<file path="src/shared/lpt_pkg.sv">
// Constants shared by the panel timing block
// Functional notes
// - Pixel bus width selectable as one, two or four bits per shift clock.
// - Inversion setting complements every active pixel data bit.
// - Pixel at row zero, column zero goes out on bus bit zero.
// - Frame marker rises after first line pulse, falls at the next one.
// - Frame marker active level selectable high or low.
// - Line pulse follows each shifted line and lasts exactly 8 pixel clock periods.
// - Line pulse active level selectable high or low.
// - Shift clock paces the data; a setting inverts its polarity.
// - Polarity alternation output toggles every 1 to 16 frames, configurable.
package lpt_pkg;

	// ==========================================================
	// Register map
	localparam int ADDR_W = 4;
	localparam logic [3:0] OFS_CTRL = 4'h0;
	localparam logic [3:0] OFS_GEOM = 4'h4;
	localparam logic [3:0] OFS_TIMING = 4'h8;
	localparam logic [3:0] OFS_STATUS = 4'hc;

	// ==========================================================
	// Control fields
	localparam int CTRL_EN = 0;
	localparam int CTRL_WID = 1;
	localparam int CTRL_WID_W = 2;
	localparam int CTRL_INV = 3;
	localparam int CTRL_MARK_LOW = 4;
	localparam int CTRL_LATCH_LOW = 5;
	localparam int CTRL_SCLK_INV = 6;

	// ==========================================================
	// Geometry and timing fields
	localparam int GEOM_PX = 0;
	localparam int GEOM_PX_W = 12;
	localparam int GEOM_LN = 16;
	localparam int GEOM_LN_W = 10;
	localparam int TIM_DIV = 0;
	localparam int TIM_DIV_W = 8;
	localparam int TIM_ALT = 8;
	localparam int TIM_ALT_W = 4;

	// ==========================================================
	// Status fields
	localparam int STAT_BUSY = 0;
	localparam int STAT_UNDERRUN = 1;
	localparam int STAT_POL = 2;
	localparam int STAT_MARK = 3;
	localparam int STAT_LINE = 16;

	// ==========================================================
	// Width codes
	localparam logic [1:0] WID_1 = 2'h0;
	localparam logic [1:0] WID_2 = 2'h1;
	localparam logic [1:0] WID_4 = 2'h2;

	// ==========================================================
	// Reset values and timing counts
	localparam logic [11:0] PX_RST = 12'h140;
	localparam logic [9:0] LN_RST = 10'h0f0;
	localparam logic [7:0] DIV_RST = 8'h03;
	localparam logic [3:0] ALT_RST = 4'h0;
	localparam logic [3:0] LATCH_PERIODS = 4'h8;

endpackage

</file>
<file path="src/core/lpt_pair_buffer.sv">
// Small valid/ready buffer holding pixel words
`timescale 1ns/1ns
module lpt_pair_buffer #(
	parameter int W = 16,
	parameter int DEPTH = 2
) (
	input wire logic clk,
	input wire logic sys_rst,
	input wire logic clk_en,
	input wire logic in_valid,
	input wire logic [W-1:0] in_data,
	output logic in_ready,
	output logic out_valid,
	output logic [W-1:0] out_data,
	input wire logic out_ready
);
	localparam int CW = $clog2(DEPTH + 1);

	typedef struct packed {
		logic [DEPTH-1:0][W-1:0] ent;
		logic [CW-1:0] cnt;
		logic room;
	} lpt_buf_t;

	lpt_buf_t s_r;
	lpt_buf_t s_nxt;

	// ==========================================================
	// Next state
	always_comb begin
		logic pop;
		logic push;
		logic [CW-1:0] idx;
		pop = 1'b0;
		push = 1'b0;
		idx = '0;
		s_nxt = s_r;
		pop = out_ready && (s_r.cnt != '0);
		push = in_valid && s_r.room;
		if (pop) begin
			for (int i = 0; i < DEPTH - 1; i++) begin
				s_nxt.ent[i] = s_r.ent[i+1];
			end
		end
		idx = s_r.cnt - CW'(pop);
		if (push) begin
			s_nxt.ent[idx] = in_data;
		end
		s_nxt.cnt = s_r.cnt + CW'(push) - CW'(pop);
		s_nxt.room = (s_nxt.cnt < CW'(DEPTH));
	end

	// ==========================================================
	// State register
	always_ff @(posedge clk or posedge sys_rst) begin
		if (sys_rst) begin
			s_r <= '{ent: '0, cnt: '0, room: 1'b1};
		end else if (clk_en) begin
			s_r <= s_nxt;
		end
	end

	assign in_ready = s_r.room;
	assign out_valid = (s_r.cnt != '0);
	assign out_data = s_r.ent[0];
endmodule

</file>
<file path="src/core/lpt_panel_timing.sv">
// Monochrome panel signal timing generator
//
// Added by the designer: the strobed register port and the address map.
`timescale 1ns/1ns
module lpt_panel_timing #(
	parameter int WORD_W = 16
) (
	input wire logic clk,
	input wire logic sys_rst,
	input wire logic clk_en,
	input wire logic [lpt_pkg::ADDR_W-1:0] reg_addr,
	input wire logic [31:0] reg_wdata,
	input wire logic reg_wr,
	input wire logic reg_rd,
	output logic [31:0] reg_rdata,
	input wire logic pix_valid,
	input wire logic [WORD_W-1:0] pix_data,
	output logic pix_ready,
	output logic [3:0] panel_pixel_bus,
	output logic pixel_shift_clock,
	output logic line_latch_pulse,
	output logic frame_start_marker,
	output logic crystal_polarity_toggle
);
	localparam int BW = $clog2(WORD_W + 1);

	typedef enum logic [1:0] {ST_IDLE, ST_SHIFT, ST_LATCH} lpt_state_t;

	typedef struct packed {
		logic ctrl_en;
		logic [1:0] wid;
		logic inv;
		logic mark_low;
		logic latch_low;
		logic sclk_inv;
		logic [11:0] px_per_line;
		logic [9:0] lines;
		logic [7:0] div;
		logic [3:0] alt_per;
		lpt_state_t st;
		logic [7:0] div_cnt;
		logic phase;
		logic running;
		logic [WORD_W-1:0] word;
		logic [BW-1:0] word_bits;
		logic [11:0] px_left;
		logic [9:0] line;
		logic [3:0] lp_cnt;
		logic mark;
		logic pol;
		logic [3:0] alt_cnt;
		logic underrun;
		logic [3:0] pix;
		logic [3:0] bus;
		logic sclk;
		logic lp_o;
		logic flm_o;
		logic [31:0] rdata;
	} lpt_top_t;

	localparam lpt_top_t ST_RST = '{
		px_per_line: lpt_pkg::PX_RST,
		lines: lpt_pkg::LN_RST,
		div: lpt_pkg::DIV_RST,
		alt_per: lpt_pkg::ALT_RST,
		st: ST_IDLE,
		default: '0
	};

	lpt_top_t s_r;
	lpt_top_t s_nxt;

	logic buf_valid;
	logic [WORD_W-1:0] buf_data;
	logic buf_take;

	// ==========================================================
	// Helpers
	function automatic logic [2:0] width_bits(input logic [1:0] wid);
		case (wid)
			lpt_pkg::WID_2: width_bits = 3'h2;
			lpt_pkg::WID_4: width_bits = 3'h4;
			default: width_bits = 3'h1;
		endcase
	endfunction

	function automatic logic [3:0] width_mask(input logic [1:0] wid);
		case (wid)
			lpt_pkg::WID_2: width_mask = 4'h3;
			lpt_pkg::WID_4: width_mask = 4'hf;
			default: width_mask = 4'h1;
		endcase
	endfunction

	// ==========================================================
	// Word buffer
	lpt_pair_buffer #(
		.W(WORD_W),
		.DEPTH(2)
	) u_buf (
		.clk(clk),
		.sys_rst(sys_rst),
		.clk_en(clk_en),
		.in_valid(pix_valid),
		.in_data(pix_data),
		.in_ready(pix_ready),
		.out_valid(buf_valid),
		.out_data(buf_data),
		.out_ready(buf_take)
	);

	// ==========================================================
	// Next state
	always_comb begin
		logic start;
		logic [2:0] w;
		logic [WORD_W-1:0] src;
		start = 1'b0;
		w = 3'h1;
		src = '0;
		s_nxt = s_r;
		buf_take = 1'b0;

		// Register writes
		if (reg_wr) begin
			case (reg_addr)
				lpt_pkg::OFS_CTRL: begin
					s_nxt.ctrl_en = reg_wdata[lpt_pkg::CTRL_EN];
					s_nxt.wid = reg_wdata[lpt_pkg::CTRL_WID +: lpt_pkg::CTRL_WID_W];
					s_nxt.inv = reg_wdata[lpt_pkg::CTRL_INV];
					s_nxt.mark_low = reg_wdata[lpt_pkg::CTRL_MARK_LOW];
					s_nxt.latch_low = reg_wdata[lpt_pkg::CTRL_LATCH_LOW];
					s_nxt.sclk_inv = reg_wdata[lpt_pkg::CTRL_SCLK_INV];
				end
				lpt_pkg::OFS_GEOM: begin
					s_nxt.px_per_line = reg_wdata[lpt_pkg::GEOM_PX +: lpt_pkg::GEOM_PX_W];
					s_nxt.lines = reg_wdata[lpt_pkg::GEOM_LN +: lpt_pkg::GEOM_LN_W];
				end
				lpt_pkg::OFS_TIMING: begin
					s_nxt.div = reg_wdata[lpt_pkg::TIM_DIV +: lpt_pkg::TIM_DIV_W];
					s_nxt.alt_per = reg_wdata[lpt_pkg::TIM_ALT +: lpt_pkg::TIM_ALT_W];
				end
				lpt_pkg::OFS_STATUS: begin
					if (reg_wdata[lpt_pkg::STAT_UNDERRUN]) begin
						s_nxt.underrun = 1'b0;
					end
				end
				default: begin
				end
			endcase
		end

		// Register reads, data valid in the next cycle only
		s_nxt.rdata = '0;
		if (reg_rd) begin
			case (reg_addr)
				lpt_pkg::OFS_CTRL: begin
					s_nxt.rdata = {25'h0, s_r.sclk_inv, s_r.latch_low, s_r.mark_low, s_r.inv,
						s_r.wid, s_r.ctrl_en};
				end
				lpt_pkg::OFS_GEOM: begin
					s_nxt.rdata = {6'h0, s_r.lines, 4'h0, s_r.px_per_line};
				end
				lpt_pkg::OFS_TIMING: begin
					s_nxt.rdata = {20'h0, s_r.alt_per, s_r.div};
				end
				lpt_pkg::OFS_STATUS: begin
					s_nxt.rdata = {6'h0, s_r.line, 12'h0, s_r.mark, s_r.pol, s_r.underrun,
						(s_r.st != ST_IDLE)};
				end
				default: begin
					s_nxt.rdata = '0;
				end
			endcase
		end

		// Pixel clock divider
		if (s_r.st == ST_IDLE) begin
			s_nxt.div_cnt = s_r.div;
			s_nxt.phase = 1'b0;
		end else if (s_r.div_cnt == 8'h00) begin
			s_nxt.div_cnt = s_r.div;
			s_nxt.phase = ~s_r.phase;
			start = s_r.phase;
		end else begin
			s_nxt.div_cnt = s_r.div_cnt - 8'h01;
		end

		// Sequencer
		w = width_bits(s_r.wid);
		case (s_r.st)
			ST_IDLE: begin
				s_nxt.running = 1'b0;
				s_nxt.mark = 1'b0;
				s_nxt.pix = 4'h0;
				if (s_r.ctrl_en) begin
					s_nxt.st = ST_SHIFT;
					s_nxt.line = '0;
					s_nxt.px_left = s_r.px_per_line;
					s_nxt.word_bits = '0;
					s_nxt.alt_cnt = '0;
				end
			end
			ST_SHIFT: begin
				if (start) begin
					if (s_r.px_left == 12'h000) begin
						s_nxt.st = ST_LATCH;
						s_nxt.lp_cnt = lpt_pkg::LATCH_PERIODS - 4'h1;
						s_nxt.running = 1'b0;
						s_nxt.mark = 1'b0;
					end else if (s_r.word_bits == '0 && !buf_valid) begin
						s_nxt.running = 1'b0;
						s_nxt.underrun = 1'b1;
					end else begin
						if (s_r.word_bits == '0) begin
							buf_take = 1'b1;
							src = buf_data;
							s_nxt.word_bits = BW'(WORD_W) - BW'(w);
						end else begin
							src = s_r.word;
							s_nxt.word_bits = s_r.word_bits - BW'(w);
						end
						s_nxt.pix = src[3:0] & width_mask(s_r.wid);
						s_nxt.word = src >> w;
						s_nxt.px_left = s_r.px_left - 12'(w);
						s_nxt.running = 1'b1;
					end
				end
			end
			ST_LATCH: begin
				if (start) begin
					if (s_r.lp_cnt == 4'h0) begin
						s_nxt.st = ST_SHIFT;
						s_nxt.px_left = s_r.px_per_line;
						if (s_r.line == 10'h000) begin
							s_nxt.mark = 1'b1;
							if (s_r.alt_cnt == s_r.alt_per) begin
								s_nxt.pol = ~s_r.pol;
								s_nxt.alt_cnt = '0;
							end else begin
								s_nxt.alt_cnt = s_r.alt_cnt + 4'h1;
							end
						end
						if (s_r.line == s_r.lines - 10'h001) begin
							s_nxt.line = '0;
						end else begin
							s_nxt.line = s_r.line + 10'h001;
						end
					end else begin
						s_nxt.lp_cnt = s_r.lp_cnt - 4'h1;
					end
				end
			end
			default: begin
				s_nxt.st = ST_IDLE;
			end
		endcase

		// Disable stops everything at once
		if (!s_r.ctrl_en) begin
			s_nxt.st = ST_IDLE;
			s_nxt.running = 1'b0;
			s_nxt.mark = 1'b0;
			s_nxt.pix = 4'h0;
		end

		// Pin levels
		s_nxt.bus = s_nxt.pix ^ ({4{s_nxt.inv}} & width_mask(s_nxt.wid));
		s_nxt.sclk = (s_nxt.running & ~s_nxt.phase) ^ s_nxt.sclk_inv;
		s_nxt.lp_o = (s_nxt.st == ST_LATCH) ^ s_nxt.latch_low;
		s_nxt.flm_o = s_nxt.mark ^ s_nxt.mark_low;
	end

	// ==========================================================
	// State register
	always_ff @(posedge clk or posedge sys_rst) begin
		if (sys_rst) begin
			s_r <= ST_RST;
		end else if (clk_en) begin
			s_r <= s_nxt;
		end
	end

	// ==========================================================
	// Outputs
	assign reg_rdata = s_r.rdata;
	assign panel_pixel_bus = s_r.bus;
	assign pixel_shift_clock = s_r.sclk;
	assign line_latch_pulse = s_r.lp_o;
	assign frame_start_marker = s_r.flm_o;
	assign crystal_polarity_toggle = s_r.pol;
endmodule

</file>
<file path="config.mk">
export PLATFORM = sky130hd
export DESIGN_NAME = lpt_panel_timing
export DESIGN_NICKNAME = d
export VERILOG_FILES = /design/src/shared/lpt_pkg.sv /design/src/core/lpt_pair_buffer.sv /design/src/core/lpt_panel_timing.sv
export SDC_FILE = /design/constraint.sdc
export NUM_CORES = 1
export LEC_CHECK = 0
export ABC_AREA = 0
export BUFFER_PORTS_ARGS = -buffer_cell sky130_fd_sc_hd__buf_2
export CORE_ASPECT_RATIO = 1.25
export CORE_UTILIZATION = 55
export CTS_CLUSTER_DIAMETER = 60
export DETAILED_ROUTE_END_ITERATION = 6
export GPL_ROUTABILITY_DRIVEN = 0
export PLACE_DENSITY = 0.75
export SLEW_MARGIN = 40
export SYNTH_ARGS = -nofsm -noshare
export SYNTH_HDL_FRONTEND = slang
export SYNTH_SLANG_ARGS = --single-unit
</file>
<file path="constraint.sdc">
create_clock -name clk -period 6.5 [get_ports clk]
set_input_delay 0.325 -clock clk [delete_from_list [all_inputs] [get_ports clk]]
set_output_delay 0.325 -clock clk [all_outputs]
set_load 0.02 [all_outputs]
</file>
==> metrics.yaml <==
status: "finished clean"
max_freq_mhz: 206.9
port_buffers: 78
drc_errors: 0
grt_usage_pct: 26.15
worstPathCellList: "nor3_1 -> and4b_1 -> ha_1 -> nor2b_1 -> nand2_1 -> nor4b_4 -> ha_1 -> xnor2_1 -> nand3_1 -> nand2_1 -> o22ai_1 -> a21oi_1"
layout_commonest_cell: "dfrtp_1"
rows: 55
final_util_pct: 60.69
layout_common_cells: "166 x dfrtp_1, 78 x buf_2, 70 x nor2_1"
die_area_sq_um: 18910
synth_area_leaders: "dfrtp_1 41%, mux2_2 6.8%, mux2i_1 3.2%, ha_1 3.0%, buf_4 2.8%"
htree_levels: 4
cts_tree: "yes"
synth_top_area_share_pct: 41.12
relSlewSlack_pct: 47.40
cp_slowest_cell: "nand2_1"
timing.final.crit_share_pct: 74.35
num_vias: 7884
totalWireLength_mm: 23.62
clock_latency_ns: 0.44
path_buf_inv: 0
core_sq_um: 18030
fin_skew_ns: 0.01114
netlist_area_sq_um: 10100
grt_first_pass_wirelength_mm: 38.80
internal_power_w: 0.002378
crit_path_end_kind: "flip-flop"
grt_setup_unrepaired: "no"
wire_per_inst_um: 18.90
swShare_pct: 34.92
root_buffer: "clkbuf_16"
initial_utilization_pct: 56.02
drt_pass1_iterations: 6
post_cts_buffers: 0
hpwl_mm: 16.09
die_width_um: 123.2
period_needed_ns: 4.833
async_flop_share_pct: 100.0
irDropWorstVdd_mv: 0.2289
cts_made_buffers: 17
multi_input_area_sq_um: 5095
die_h_um: 153.5
ios: 99
setup_viol: 0
postSynthRegisterBits: 175
syn_area_per_cell_sq_um: 10.19
viasPerCell: 6.307
synth_edf_count: 0
path_delay_family: "simple AND/OR/NAND/NOR gates"
clock_power_share_pct: 28.7
ys.flop_type: "dfrtp_1"
hold_path.class: "primary input to asynchronous set/reset pin"
cts_resized: 0
n_fill_cell: 1528
final_max_slew_viol_count: 0
power_switching_w: 0.001276
nets: 1093
ys_types: 91
synthCells: 991
critPathKind: "flip-flop to flip-flop"
yosysTopAreaCell: "dfrtp_1"
drv_cap: 0
grt_remaining_overflow: 0
grt_max_degree: 82
seqPwrFrac_pct: 41.8
synthToLayoutAreaGrowth_pct: 8.336
ctsHoldBuffers: 0
yosys_warnings: 0
crit_arrival_ns: 5.20
regArea_sq_um: 4390
worst_ep_required_time_ns: 6.87
clock_sinks: 175
yosysSeqAreaShare_pct: 43.47
drtIter0Drc: 541
hold_violations: 0
tns_ns: 0
ant_nets: 0
critPathMaxStageDelay_ns: 0.69
grt_pass1_vias: 7583
hold_slack_ns: 0.0007835
antenna_found_initial: 0
cp-start-kind: "flip-flop"
drive_above_1_share_pct: 22.21
tightest_slew_ns: 0.7865
antenna_cells: 0
pwr_density_cell_nw_per_um2: 333.9
cts.clk_slew.worst_paths_ns: 0.07
path_max_fanout: 18
combinationalPowerShare_pct: 29.5
clockBufferDepth: 2
leakage_nw: 4.847
cell type report:
cell class | count | area share, %
Multi-Input combinational cell | 694 | 46.56
Tap cell | 228 | 2.607
Inverter | 38 | 1.372
Clock buffer | 19 | 4.048
Timing Repair Buffer | 83 | 3.910
Clock inverter | 13 | 1.383
Sequential cell | 175 | 40.12
logic make-up after synthesis:
family / share of synthesized area [%]
other: 0.03713
and+or+nand+nor: 13.86
muxes: 11.98
adders and majority gates: 3.369
DFF: 43.47
AOI/OAI and AO/OA: 18.44
buffers and inverters: 6.763
xor gates and xnor gates: 2.081
metrics by stage:
step / instance area, sq um / power (W) / cells / setup slack [ns]
final: 10940 / 0.003654 / 1250 / 1.667
after global routing: 10940 / 0.003866 / 1250 / 1.177
after CTS: 10940 / 0.003663 / 1250 / 1.672
after detailed placement: 10350 / 0.002614 / 1218 / 1.728
after global placement: 10320 / 0.002571 / 1218 / 1.823
after floorplan: 10130 / 0.002347 / 1000 / 1.445
cells in the mapped netlist, types with 9 or more instances:
| master | instances |
|---|---|
| dfrtp_1 | 166 |
| nor2_1 | 71 |
| nand2_1 | 67 |
| mux2_2 | 61 |
| o21ai_0 | 52 |
| a21oi_1 | 47 |
| buf_4 | 38 |
| inv_1 | 35 |
| clkbuf_1 | 34 |
| mux2i_1 | 32 |
| o2bb2ai_1 | 29 |
| ha_1 | 24 |
| nand3_1 | 24 |
| a22oi_1 | 21 |
| nor3_1 | 18 |
| o22ai_1 | 17 |
| xnor2_1 | 17 |
| a221oi_1 | 13 |
| buf_2 | 11 |
| nand4_1 | 10 |
| and2_1 | 9 |
| dfstp_2 | 9 |
| nor4_1 | 9 |
| o31ai_1 | 9 |
| o41ai_1 | 9 |
registers in the layout, summed over array words and instances (netlist names):
name / count
pixel_shift_clock: 1
frame_start_marker: 1
u_buf.out_data: 16
u_buf.s_r: 18
u_buf.in_ready: 1
panel_pixel_bus: 4
crystal_polarity_toggle: 1
s_r: 110
reg_rdata: 22
line_latch_pulse: 1
power groups by stage:
stage	logic, W	registers (W)	clock network [W]
4_1_cts	0.00108	0.00152	0.00106
3_3_place_gp	0.00104	0.00153	0
3_5_place_dp	0.00107	0.00154	0
5_1_grt	0.00120	0.00156	0.00111
2_1_floorplan	0.000873	0.00147	0
6_report	0.00108	0.00153	0.00105
path summary, 6_finish.rpt:
check | from | end | slack (ns) | cells after the start
worst max-delay path | s_r[103] | u_buf.out_data[12] | 1.67 | 12
min in group clk | reg_wdata[16] | s_r[121] | 0.10 | 3
max in group asynchronous | sys_rst | s_r[71] | 5.35 | 3
worst max register to register | s_r[103] | u_buf.out_data[12] | 1.67 | 12
worst min register to register | reg_rdata[20] | reg_rdata[20] | 0.48 | 1
worst min-delay path | sys_rst | u_buf.s_r[29] | 0.0008 | 2
metal layers:
metal	wire length, um	up-vias	track usage [%]
li1	-	3680	-
met1	10450	3916	35.66
met2	11600	255	42.11
met3	1118	33	4.340
met4	454	0	8.778
met5	0	-	0
worst reg2reg max path, delay by kind of cell (launching register included):
kind / cells / cell delay (ns)
flops: 1 / 0.43
compound gates: 2 / 0.36
fa+ha+maj: 2 / 0.47
simple gates: 7 / 3.31
xor+xnor: 1 / 0.20
Power figures use the tool's default switching activity.
